[src/rtl/ocp_pkg.sv]
// Purpose: shared constants and types for the output compare channel
// Assumes: 16-bit timers, registers in the low half of 32-bit words
// Notes:   control word layout packed by functions below
package ocp_pkg;

    localparam int          CNT_W        = 16;
    localparam int          ADDR_W       = 8;
    localparam logic [7:0]  ADDR_CTRL    = 8'h00;
    localparam logic [7:0]  ADDR_DUTY    = 8'h04;
    localparam logic [7:0]  ADDR_BUFFER  = 8'h08;
    localparam logic [7:0]  ADDR_FLAG    = 8'h0c;
    localparam int          BIT_HALT     = 13;
    localparam int          BIT_FAULT    = 4;
    localparam int          BIT_TSEL     = 3;
    localparam int          MODE_MSB     = 2;
    localparam int          BIT_IFLAG    = 0;
    localparam logic [1:0]  RESP_OKAY    = 2'b00;
    localparam logic [1:0]  RESP_SLVERR  = 2'b10;
    localparam logic [15:0] DUTY_RESET   = 16'h0000;
    localparam int          FAULT_B_CHAN = 5;

    typedef enum logic [2:0] {
        MODE_OFF       = 3'b000,
        MODE_RISE      = 3'b001,
        MODE_FALL      = 3'b010,
        MODE_TOGGLE    = 3'b011,
        MODE_SINGLE    = 3'b100,
        MODE_CONT      = 3'b101,
        MODE_PWM       = 3'b110,
        MODE_PWM_FAULT = 3'b111
    } ocp_mode_type;

    typedef enum logic [2:0] {
        PS_WAIT_RISE = 3'b001,
        PS_WAIT_FALL = 3'b010,
        PS_DONE      = 3'b100
    } ocp_pulse_type;

    typedef struct packed {
        logic         halt_in_idle;
        logic         timebase_select;
        ocp_mode_type compare_mode_select;
    } ocp_ctrl_type;

    typedef struct packed {
        logic [CNT_W-1:0] timer_count;
        logic [CNT_W-1:0] timer_period_value;
    } ocp_timer_type;

    localparam ocp_ctrl_type CTRL_RESET = '{1'b0, 1'b0, MODE_OFF};

    function automatic logic [31:0] ctrl_to_word(input ocp_ctrl_type c, input logic flt);
        logic [31:0] w;
        w                    = 32'h0000_0000;
        w[BIT_HALT]          = c.halt_in_idle;
        w[BIT_FAULT]         = flt;
        w[BIT_TSEL]          = c.timebase_select;
        w[MODE_MSB:0]        = c.compare_mode_select;
        return w;
    endfunction : ctrl_to_word

    function automatic logic [15:0] merge16(input logic [15:0] old, input logic [31:0] d,
                                            input logic [3:0] strb);
        logic [15:0] r;
        r       = old;
        if (strb[0]) r[7:0]  = d[7:0];
        if (strb[1]) r[15:8] = d[15:8];
        return r;
    endfunction : merge16

endpackage : ocp_pkg

[src/rtl/ocp_channel.sv]
// Purpose: one output compare / pwm channel behind an AXI4-Lite slave
// Assumes: timers and cpu idle are same-clock logic; fault pins are async
// Notes:   compare events are taken when the selected timer count changes
//
// What this block does
// - pwm period spans timer period value plus one counts.
// - duty buffer copied into active duty only on period match.
// - active duty ignores software writes in both pwm modes.
// - active duty zero keeps output low all period.
// - active duty above period value keeps output high.
// - duty equal to period gives one low count per period.
// - halt_in_idle set stops the channel while cpu is idle.
// - fault status set by hardware, cleared only by a software mode write to control.
// - timebase_select one picks timer3, zero picks timer2.
// - mode 111 pwm honours fault, mode 110 ignores it.
// - mode 101 starts low then repeats pulses.
// - mode 100 starts low then makes exactly one pulse.
// - mode 011 inverts output on every compare match.
// - mode 010 starts high, compare match drives low.
// - mode 001 starts low, compare match drives high.
// - mode 000 disables channel, compare events do nothing.
// - fault input a serves channels one to four, b channel five.
// - control bits 15-14 and 12-5 ignore writes, read zero.
// - single pulse rises on primary, falls on secondary, sets flag.
// - continuous pulse sets flag on every secondary match that ends a pulse.
// - timer wraps to zero at period match, marking each period.
// - active duty held at pwm entry serves the first period.
//
// The placing of the registers and the AXI4-Lite register port were decided locally.
`timescale 1ns/1ps
module ocp_channel
    import ocp_pkg::*;
#(
    parameter int CHANNEL_NUMBER = 1
) (
    // clock and reset
    input  wire logic                  CORE_CLK,
    input  wire logic                  RST,
    // axi4-lite write
    input  wire logic [ocp_pkg::ADDR_W-1:0] AWADDR,
    input  wire logic                  AWVALID,
    output logic                       AWREADY,
    input  wire logic [31:0]           WDATA,
    input  wire logic [3:0]            WSTRB,
    input  wire logic                  WVALID,
    output logic                       WREADY,
    output logic [1:0]                 BRESP,
    output logic                       BVALID,
    input  wire logic                  BREADY,
    // axi4-lite read
    input  wire logic [ocp_pkg::ADDR_W-1:0] ARADDR,
    input  wire logic                  ARVALID,
    output logic                       ARREADY,
    output logic [31:0]                RDATA,
    output logic [1:0]                 RRESP,
    output logic                       RVALID,
    input  wire logic                  RREADY,
    // time bases and system state
    input  wire ocp_pkg::ocp_timer_type TIMER2,
    input  wire ocp_pkg::ocp_timer_type TIMER3,
    input  wire logic                  CPU_IDLE,
    // fault pins, active low
    input  wire logic                  FAULT_INPUT_A_N,
    input  wire logic                  FAULT_INPUT_B_N,
    // channel outputs
    output logic                       COMPARE_OUTPUT_PIN,
    output logic                       COMPARE_OUTPUT_OE,
    output logic                       CHANNEL_INTERRUPT_FLAG
);

    // bus state
    logic              awready_reg, wready_reg, bvalid_reg, arready_reg, rvalid_reg;
    logic              aw_have_reg, w_have_reg;
    logic [ADDR_W-1:0] waddr_reg;
    logic [31:0]       wdata_reg;
    logic [3:0]        wstrb_reg;
    logic [1:0]        bresp_reg, rresp_reg;
    logic [31:0]       rdata_reg;
    // channel state
    ocp_ctrl_type      ctrl_reg, ctrl_next;
    logic              fault_status_reg, fault_status_next;
    logic [CNT_W-1:0]  primary_reg, primary_next;
    logic [CNT_W-1:0]  secondary_reg, secondary_next;
    logic [CNT_W-1:0]  prev_count_reg;
    ocp_pulse_type     pulse_reg, pulse_next;
    logic              out_reg, out_next;
    logic              oe_reg, oe_next;
    logic              flag_reg, flag_next;
    logic              fault_meta_reg, fault_sync_reg;
    logic              event_hit;

    // write channel decode
    wire               aw_fire    = AWVALID & awready_reg;
    wire               w_fire     = WVALID & wready_reg;
    wire               commit     = aw_have_reg & w_have_reg & ~bvalid_reg;
    wire               aw_have_nx = ~commit & (aw_have_reg | aw_fire);
    wire               w_have_nx  = ~commit & (w_have_reg | w_fire);
    wire               bvalid_nx  = commit | (bvalid_reg & ~BREADY);
    wire               wr_ctrl    = commit & (waddr_reg == ADDR_CTRL);
    wire               wr_duty    = commit & (waddr_reg == ADDR_DUTY);
    wire               wr_buffer  = commit & (waddr_reg == ADDR_BUFFER);
    wire               wr_flag    = commit & (waddr_reg == ADDR_FLAG);
    wire               wr_mapped  = wr_ctrl | wr_duty | wr_buffer | wr_flag;
    wire               mode_write = wr_ctrl & wstrb_reg[0];
    wire ocp_mode_type wr_mode    = ocp_mode_type'(wdata_reg[MODE_MSB:0]);
    wire               flag_clear = wr_flag & wstrb_reg[0] & wdata_reg[BIT_IFLAG];

    // read channel decode
    wire               ar_fire    = ARVALID & arready_reg;
    wire               rvalid_nx  = ar_fire | (rvalid_reg & ~RREADY);
    wire               rd_mapped  = (ARADDR == ADDR_CTRL) | (ARADDR == ADDR_DUTY) |
                                    (ARADDR == ADDR_BUFFER) | (ARADDR == ADDR_FLAG);
    wire [31:0]        rd_word    =
        (ARADDR == ADDR_CTRL)   ? ctrl_to_word(ctrl_reg, fault_status_reg) :
        (ARADDR == ADDR_DUTY)   ? {16'h0000, primary_reg} :
        (ARADDR == ADDR_BUFFER) ? {16'h0000, secondary_reg} :
        (ARADDR == ADDR_FLAG)   ? {31'h0000_0000, flag_reg} : 32'h0000_0000;

    // time base and compare decode
    wire ocp_mode_type   mode       = ctrl_reg.compare_mode_select;
    wire ocp_timer_type  sel_timer  = ctrl_reg.timebase_select ? TIMER3 : TIMER2;
    wire [CNT_W-1:0]     count      = sel_timer.timer_count;
    wire [CNT_W-1:0]     period     = sel_timer.timer_period_value;
    wire                 running    = ~(ctrl_reg.halt_in_idle & CPU_IDLE);
    wire                 tick       = running & (count != prev_count_reg);
    wire                 period_hit = tick & (count == period);
    wire                 primary_hit   = tick & (count == primary_reg);
    wire                 secondary_hit = tick & (count == secondary_reg);
    wire                 is_pwm     = (mode == MODE_PWM) | (mode == MODE_PWM_FAULT);
    wire                 fault_now  = (mode == MODE_PWM_FAULT) & fault_sync_reg;
    wire ocp_mode_type   mode_after = mode_write ? wr_mode : mode;
    // channel five watches the second fault pin
    wire                 fault_pin_n = (CHANNEL_NUMBER == FAULT_B_CHAN) ?
                                       FAULT_INPUT_B_N : FAULT_INPUT_A_N;

    always_comb begin
        ctrl_next = ctrl_reg;
        if (wr_ctrl & wstrb_reg[1]) ctrl_next.halt_in_idle = wdata_reg[BIT_HALT];
        if (mode_write) begin
            ctrl_next.timebase_select     = wdata_reg[BIT_TSEL];
            ctrl_next.compare_mode_select = wr_mode;
        end
    end

    // fault status: set wins over the clear made by a mode rewrite
    assign fault_status_next = fault_now | (fault_status_reg & ~mode_write);

    // active duty: period-match transfer, software only outside pwm
    always_comb begin
        primary_next = primary_reg;
        if (is_pwm & period_hit) primary_next = secondary_reg;
        else if (wr_duty & ~is_pwm) primary_next = merge16(primary_reg, wdata_reg, wstrb_reg);
    end

    assign secondary_next = wr_buffer ? merge16(secondary_reg, wdata_reg, wstrb_reg)
                                      : secondary_reg;

    // output sequencing per mode
    always_comb begin
        out_next  = out_reg;
        pulse_next = pulse_reg;
        event_hit = 1'b0;
        if (mode_write) begin
            out_next   = (wr_mode == MODE_FALL);
            pulse_next = PS_WAIT_RISE;
        end else if (tick) begin
            case (mode)
                MODE_RISE: begin
                    if (primary_hit) begin
                        out_next  = 1'b1;
                        event_hit = 1'b1;
                    end
                end
                MODE_FALL: begin
                    if (primary_hit) begin
                        out_next  = 1'b0;
                        event_hit = 1'b1;
                    end
                end
                MODE_TOGGLE: begin
                    if (primary_hit) begin
                        out_next  = ~out_reg;
                        event_hit = 1'b1;
                    end
                end
                MODE_SINGLE, MODE_CONT: begin
                    case (pulse_reg)
                        PS_WAIT_RISE: begin
                            if (primary_hit) begin
                                out_next   = 1'b1;
                                pulse_next = PS_WAIT_FALL;
                            end
                        end
                        PS_WAIT_FALL: begin
                            if (secondary_hit) begin
                                out_next   = 1'b0;
                                event_hit  = 1'b1;
                                pulse_next = (mode == MODE_SINGLE) ? PS_DONE
                                                                   : PS_WAIT_RISE;
                            end
                        end
                        PS_DONE: pulse_next = PS_DONE;
                        default: pulse_next = PS_WAIT_RISE;
                    endcase
                end
                MODE_PWM, MODE_PWM_FAULT: begin
                    out_next = (count < primary_reg);
                end
                default: out_next = out_reg;
            endcase
        end
        if (fault_status_next) out_next = 1'b0;
    end

    assign oe_next   = (mode_after != MODE_OFF) & ~fault_status_next;
    // a standing fault keeps the flag up, so set wins over a clear
    assign flag_next = event_hit | fault_now |
                       (flag_reg & ~flag_clear);

    // bus registers
    always_ff @(posedge CORE_CLK or posedge RST) begin
        if (RST) begin
            awready_reg <= 1'b0;
            wready_reg  <= 1'b0;
            aw_have_reg <= 1'b0;
            w_have_reg  <= 1'b0;
            bvalid_reg  <= 1'b0;
            arready_reg <= 1'b0;
            rvalid_reg  <= 1'b0;
        end else begin
            aw_have_reg <= aw_have_nx;
            w_have_reg  <= w_have_nx;
            bvalid_reg  <= bvalid_nx;
            awready_reg <= ~aw_have_nx & ~bvalid_nx;
            wready_reg  <= ~w_have_nx & ~bvalid_nx;
            rvalid_reg  <= rvalid_nx;
            arready_reg <= ~rvalid_nx;
        end
    end

    always_ff @(posedge CORE_CLK or posedge RST) begin
        if (RST) begin
            waddr_reg <= '0;
            wdata_reg <= 32'h0000_0000;
            wstrb_reg <= 4'h0;
            bresp_reg <= RESP_OKAY;
            rdata_reg <= 32'h0000_0000;
            rresp_reg <= RESP_OKAY;
        end else begin
            if (aw_fire) waddr_reg <= AWADDR;
            if (w_fire) begin
                wdata_reg <= WDATA;
                wstrb_reg <= WSTRB;
            end
            if (commit) bresp_reg <= wr_mapped ? RESP_OKAY : RESP_SLVERR;
            if (ar_fire) begin
                rdata_reg <= rd_word;
                rresp_reg <= rd_mapped ? RESP_OKAY : RESP_SLVERR;
            end
        end
    end

    // channel registers
    always_ff @(posedge CORE_CLK or posedge RST) begin
        if (RST) begin
            ctrl_reg         <= CTRL_RESET;
            fault_status_reg <= 1'b0;
            primary_reg      <= DUTY_RESET;
            secondary_reg    <= DUTY_RESET;
            prev_count_reg   <= '0;
            pulse_reg        <= PS_WAIT_RISE;
            out_reg          <= 1'b0;
            oe_reg           <= 1'b0;
            flag_reg         <= 1'b0;
            fault_meta_reg   <= 1'b0;
            fault_sync_reg   <= 1'b0;
        end else begin
            ctrl_reg         <= ctrl_next;
            fault_status_reg <= fault_status_next;
            primary_reg      <= primary_next;
            secondary_reg    <= secondary_next;
            if (running) prev_count_reg <= count;
            pulse_reg        <= pulse_next;
            out_reg          <= out_next;
            oe_reg           <= oe_next;
            flag_reg         <= flag_next;
            fault_meta_reg   <= ~fault_pin_n;
            fault_sync_reg   <= fault_meta_reg;
        end
    end

    assign AWREADY                = awready_reg;
    assign WREADY                 = wready_reg;
    assign BVALID                 = bvalid_reg;
    assign BRESP                  = bresp_reg;
    assign ARREADY                = arready_reg;
    assign RVALID                 = rvalid_reg;
    assign RDATA                  = rdata_reg;
    assign RRESP                  = rresp_reg;
    assign COMPARE_OUTPUT_PIN     = out_reg;
    assign COMPARE_OUTPUT_OE      = oe_reg;
    assign CHANNEL_INTERRUPT_FLAG = flag_reg;
endmodule : ocp_channel

[config.mk]
export PLATFORM = sky130hd
export DESIGN_NAME = ocp_channel
export DESIGN_NICKNAME = d
export VERILOG_FILES = /design/src/rtl/ocp_pkg.sv /design/src/rtl/ocp_channel.sv
export SDC_FILE = /design/constraint.sdc
export NUM_CORES = 1
export LEC_CHECK = 0
export BUFFER_PORTS_ARGS = -buffer_cell sky130_fd_sc_hd__buf_2
export CAP_MARGIN = 25
export CORE_UTILIZATION = 48
export DETAILED_ROUTE_END_ITERATION = 12
export PLACE_DENSITY = 0.81
export SYNTH_ARGS = -nofsm -noshare
export SYNTH_HDL_FRONTEND = slang
export SYNTH_SLANG_ARGS = --single-unit
[constraint.sdc]
create_clock -name CORE_CLK -period 3.65 [get_ports CORE_CLK]
set_input_delay 0.73 -clock CORE_CLK [delete_from_list [all_inputs] [get_ports CORE_CLK]]
set_output_delay 0.73 -clock CORE_CLK [all_outputs]
set_load 0.05 [all_outputs]
# After elaboration in Yosys (flattened, before gate mapping)
# Cells that the tools add are included.
classes:
  order_cmp: 1
  eq_ne: 27
  muxes: 34
  bitwise_logic: 59
  n_reduce_logical: 19
op_table:
  columns: ["operator", "n"]
  rows:
  - ["16-bit 2-to-1 mux", 5]
  - ["16-bit == test", 3]
  - ["8-bit by 4-bit == test with 1-bit output (second input constant)", 4]
  - ["32-bit 2-to-1 mux", 1]
  - ["1-bit AND", 30]
  - ["3-bit 2-to-1 mux", 7]
  - ["8-bit by 3-bit == test with 1-bit output (second input constant)", 2]
  - ["8-bit zero test", 2]
  - ["16-bit less-than comparator", 1]
  - ["8-bit 2-to-1 mux", 2]
  - ["16-bit inequality test", 1]
  - ["3-bit == test (second input constant)", 5]
  - ["1-bit NOT", 15]
  - ["1-bit bitwise OR", 14]
  - ["1-bit 2-to-1 mux", 13]
  - ["3-bit by 2-bit == test with 1-bit output (second input constant)", 4]
  - ["2-bit nonzero test", 5]
  - ["3-bit one-hot mux with 3 select lines", 1]
  - ["4-bit inequality test (second input constant)", 2]
  - ["2-bit AND reduction", 4]
  - ["7-bit nonzero test", 1]
  - ["3-bit by 1-bit == test with 1-bit output (second input constant)", 2]
  - ["3-bit inequality test (second input constant)", 2]
  - ["6-bit AND reduction", 1]
  - ["9 further kinds", 13]
totals:
  ff_bits: 131
  out_inout_bits: 44
  elab_cells: 168

# Depth between registers and ports, before layout
depth:
  ltp_word: 11
  ltp_mapped: 12
  ltp_nobuf: 10

# Worst setup path after synthesis
# No wires, ideal clock.
synth_timing:
  kind: "input port to flip-flop"
  from: "in TIMER3[27] (netlist name)"
  to: "reg out_reg (netlist: COMPARE_OUTPUT_PIN)"
  setup_ns: 0.126
  arrival_time_ns: 2.572
  t_required_ns: 3.524
  path_slack_ns: 0.952
  cell_stages: 10
  n_path_buf: 0
  cell_sequence: "mux2i_1 -> inv_1 -> ha_1 -> nand4_1 -> nor4_1 -> mux2_2 -> o21ai_0 -> a31oi_1 -> a21oi_1 -> mux2i_1"
synth_lines:
  columns: ["item", "line_no", "text"]
  rows:
  - ["start, declared", "ocp_channel.sv:60", "input wire ocp_pkg::ocp_timer_type TIMER3,"]
  - ["end signal, assigned", "ocp_channel.sv:284", "out_reg <= out_next;"]
  - ["end, declared", "ocp_channel.sv:86", "logic out_reg, out_next;"]

==> impl_results.md <==
- FF+latch area: roughly 0.0028 mm^2
- Worst reg2reg path depth: 11
- Period utilization: between 80 and 90%
- Starting DRT DRC Count: roughly 410
- CP Cell Sequence: buf_12 -> mux2i_1 -> inv_1 -> ha_1 -> nand4_1 -> nor4_1 -> mux2_2 -> o21ai_0 -> a31oi_1 -> a21oi_1 -> mux2i_1
- Max cap viols: 0
- Setup violators final: 0
- Worst R2R End: COMPARE_OUTPUT_PIN
- # fillers: 1037
- Yosys warning count: 0
- RSZ-0062 raised after global routing: false
- Unique masters post-synth: 49
- GRT overflow: 0
- H-Tree Level Count: 4
- Hold-fix buffers, CTS: 0
- Row count: 41
- Sequential fraction of the synthesis area: 44.8%
- DP Cell Count: approximately 900
- First-pass GRT wire length: about 25 mm
- Final std cells w/o fill: a little over 900
- Leak pwr: about 0.0038 uW
- Die area: 0.0136 mm^2
- Antenna cells: 0
- Max Fclk: between 300 and 400 MHz
- Slew headroom: 36.1%
- Share of layout cells above drive strength 1: roughly a third
- Final Critical Period: slightly above 3000 ps
- Max Slew Vio Count: 0
- Vias in the first global route: about 4900
- Cells after synthesis: approximately 600
- Multi-input gate area: about 0.0031 mm^2
- Chip width: approximately 120 um
- Outcome: completed
- Area Overhead vs Synth: 23.7%
- Worst path most repeated cell: mux2i_1
- Fin. Hold Viols: 0
- Main area contributors after synthesis: dfrtp_1 (44%), mux2_2 (8.0%), mux2i_1 (4.4%), xor2_1 (4.2%), ha_1 (3.2%)
- I/O Buffers: approximately 130
- CP endpoint kind: flop
- Power per cell area: slightly below 600 mW/mm^2
- Slowest cell on crit path: nor4_1
- Yosys top cell area share: 44.4%
- Commonest non-fill, non-tap cell in the layout: buf_2
- WL per Instance: between 15 and 20 um
- GRT Total Usage: between 20% and 30%
- Starting Density: between 40 and 50%
- Num CTS Buffers: 17
- Largest net degree at the start of global routing: between 70 and 80
- Yosys reg bits: around 110
- WP data required: about 3900 ps
- Core Region: around 0.013 mm^2
- Worst R2R Setup Slack: about 540 ps
- Initial antenna violation count: 0
- Synthesized cell area: ~0.0063 mm^2
- Clock Tree Buf Depth: 2
- Clk slew on worst S/H paths: about 50 ps
- Synth area leader: dfrtp_1
- # nets final: 893
- Antenna-violating nets left: 0
- CTS tree: built
- Post-CTS setup buffers: 0
- Crit Path Class: flop to flop
- Commonest non-fill, non-tap cells in the layout: buf_2 (132), dfrtp_1 (111), mux2_2 (45)
- Sink Count: ~110
- Clock latency on the worst-skew pair: about 410 ps
- HPWL after detailed placement: 11.8 mm
- Crit Path Max Fanout: 28
- Min-delay worst type: input pin to asynchronous set/reset pin
- Worst vdd ir: roughly 0.00046 V
- Setup TNS: 0 ps
- Drt total wl: 15.7 mm
- Max incr delay on CP: 550 ps
- Placer Congestion: around 0.9
- Via count: around 5100
- Startpoint class of the critical path: flop
- Root Driver: clkbuf_16
- Cts repair resizes: 0
- Synthesized area per cell: approximately 10 um^2
- First-pass iteration count of the detailed router: 5
- Crit path DAT: between 3000 and 4000 ps
- RR Startpoint: ctrl_reg[3]
- DIE HEIGHT: between 100 and 150 um
- Layout Skew: about 8.2 ps
- Post-route DRC: 0
- I/O pin cnt: 170
- Slew @ Worst Pin: roughly 960 ps
- Vias per inst: between 5 and 6
[cells in the mapped netlist, drive strengths merged]
cell and n:
dfrtp 112, mux2i 38, nand4 11, nor3 12, a31oi 1, o21ai 15
a32o 1, or4 1, or2 2, a22o 9, nand2b 3, nand3b 1
inv 39, mux2 46, nor4 15, dfstp 1, a2111oi 2, nand3 9
nor2 40, a211oi 2, o22ai 1, nor4b 1, a221o 8, xor2 30
conb 1, a21oi 34, o211ai 1, o21a 1, xnor2 21, nand2 41
nor3b 1, clkbuf 17, buf 24, o21bai 2, and3 4, ha 16
a21o 9, nor2b 5, and2 2, mux4 1, a22oi 10, o31ai 12
[area by class of cell]
cell class	instances	area share, %
Timing Repair Buffer	154	10.9
Inverter	39	1.92
Multi-Input combinational cell	426	40.1
Tap cell	172	2.75
Sequential cell	113	36.2
Clock inverter	9	1.97
Clock buffer	22	6.20
[how the worst max path moves through the flow]
stage / startpoint / endpoint / slack, ps
after floorplan: TIMER3[27] / COMPARE_OUTPUT_PIN / 950
after global placement: TIMER3[27] / COMPARE_OUTPUT_PIN / 520
after detailed placement: TIMER3[27] / primary_reg[11] / 500
after CTS: ctrl_reg[3] / primary_reg[8] / 600
after global routing: ctrl_reg[3] / COMPARE_OUTPUT_PIN / 390
final: ctrl_reg[3] / COMPARE_OUTPUT_PIN / 540
[where the power goes]
group,internal [uW],switching [uW],leakage [uW]
sequential,1530,267,0.00140
clock,1210,549,0.000308
combinational,504,605,0.00204
[kinds of logic after synthesis]
kind of cell	synth area share [%]
buffers and inverters	6.67
flip-flops	44.8
XOR/XNOR	7.07
multiplexers	15.2
AO/OA/AOI/OAI	11.4
AND/OR/NAND/NOR	11.6
adder cells (fa/ha/maj)	3.17
other	0.0594
[per-layer routing]
| layer | vias up | GRT usage (%) | part of all wire (%) |
|---|---|---|---|
| met3 | 34 | 5.86 | 7.6 |
| met1 | 2453 | 31.7 | 44 |
| li1 | 2390 | - | - |
| met2 | 231 | 39.8 | 46 |
| met5 | - | 0 | 0 |
| met4 | 0 | 8.10 | 2.2 |
[stage by stage]
step / total power [uW] / hold WS, ps / util (%) / worst slack [ps] / cell area, um^2
after floorplan: 2580 / 331 / - / 952 / 6380
after global placement: 2860 / 335 / 56.4 / 517 / 7180
after detailed placement: 2910 / 343 / 56.4 / 497 / 7180
after CTS: 4680 / 255 / 61.4 / 598 / 7820
after global routing: 4880 / 270 / 61.4 / 393 / 7820
final: 4660 / 252 / 61.4 / 542 / 7820
[critical path: cells and delay by family (launching register included)]
| kind | cells | cell delay [ps] |
|---|---|---|
| AO/OA/AOI/OAI | 3 | 330 |
| adder cells (fa/ha/maj) | 1 | 310 |
| buffers and inverters | 2 | 350 |
| flip-flops | 1 | 500 |
| multiplexers | 3 | 720 |
| AND/OR/NAND/NOR | 2 | 750 |
Power figures use the tool's default switching activity.
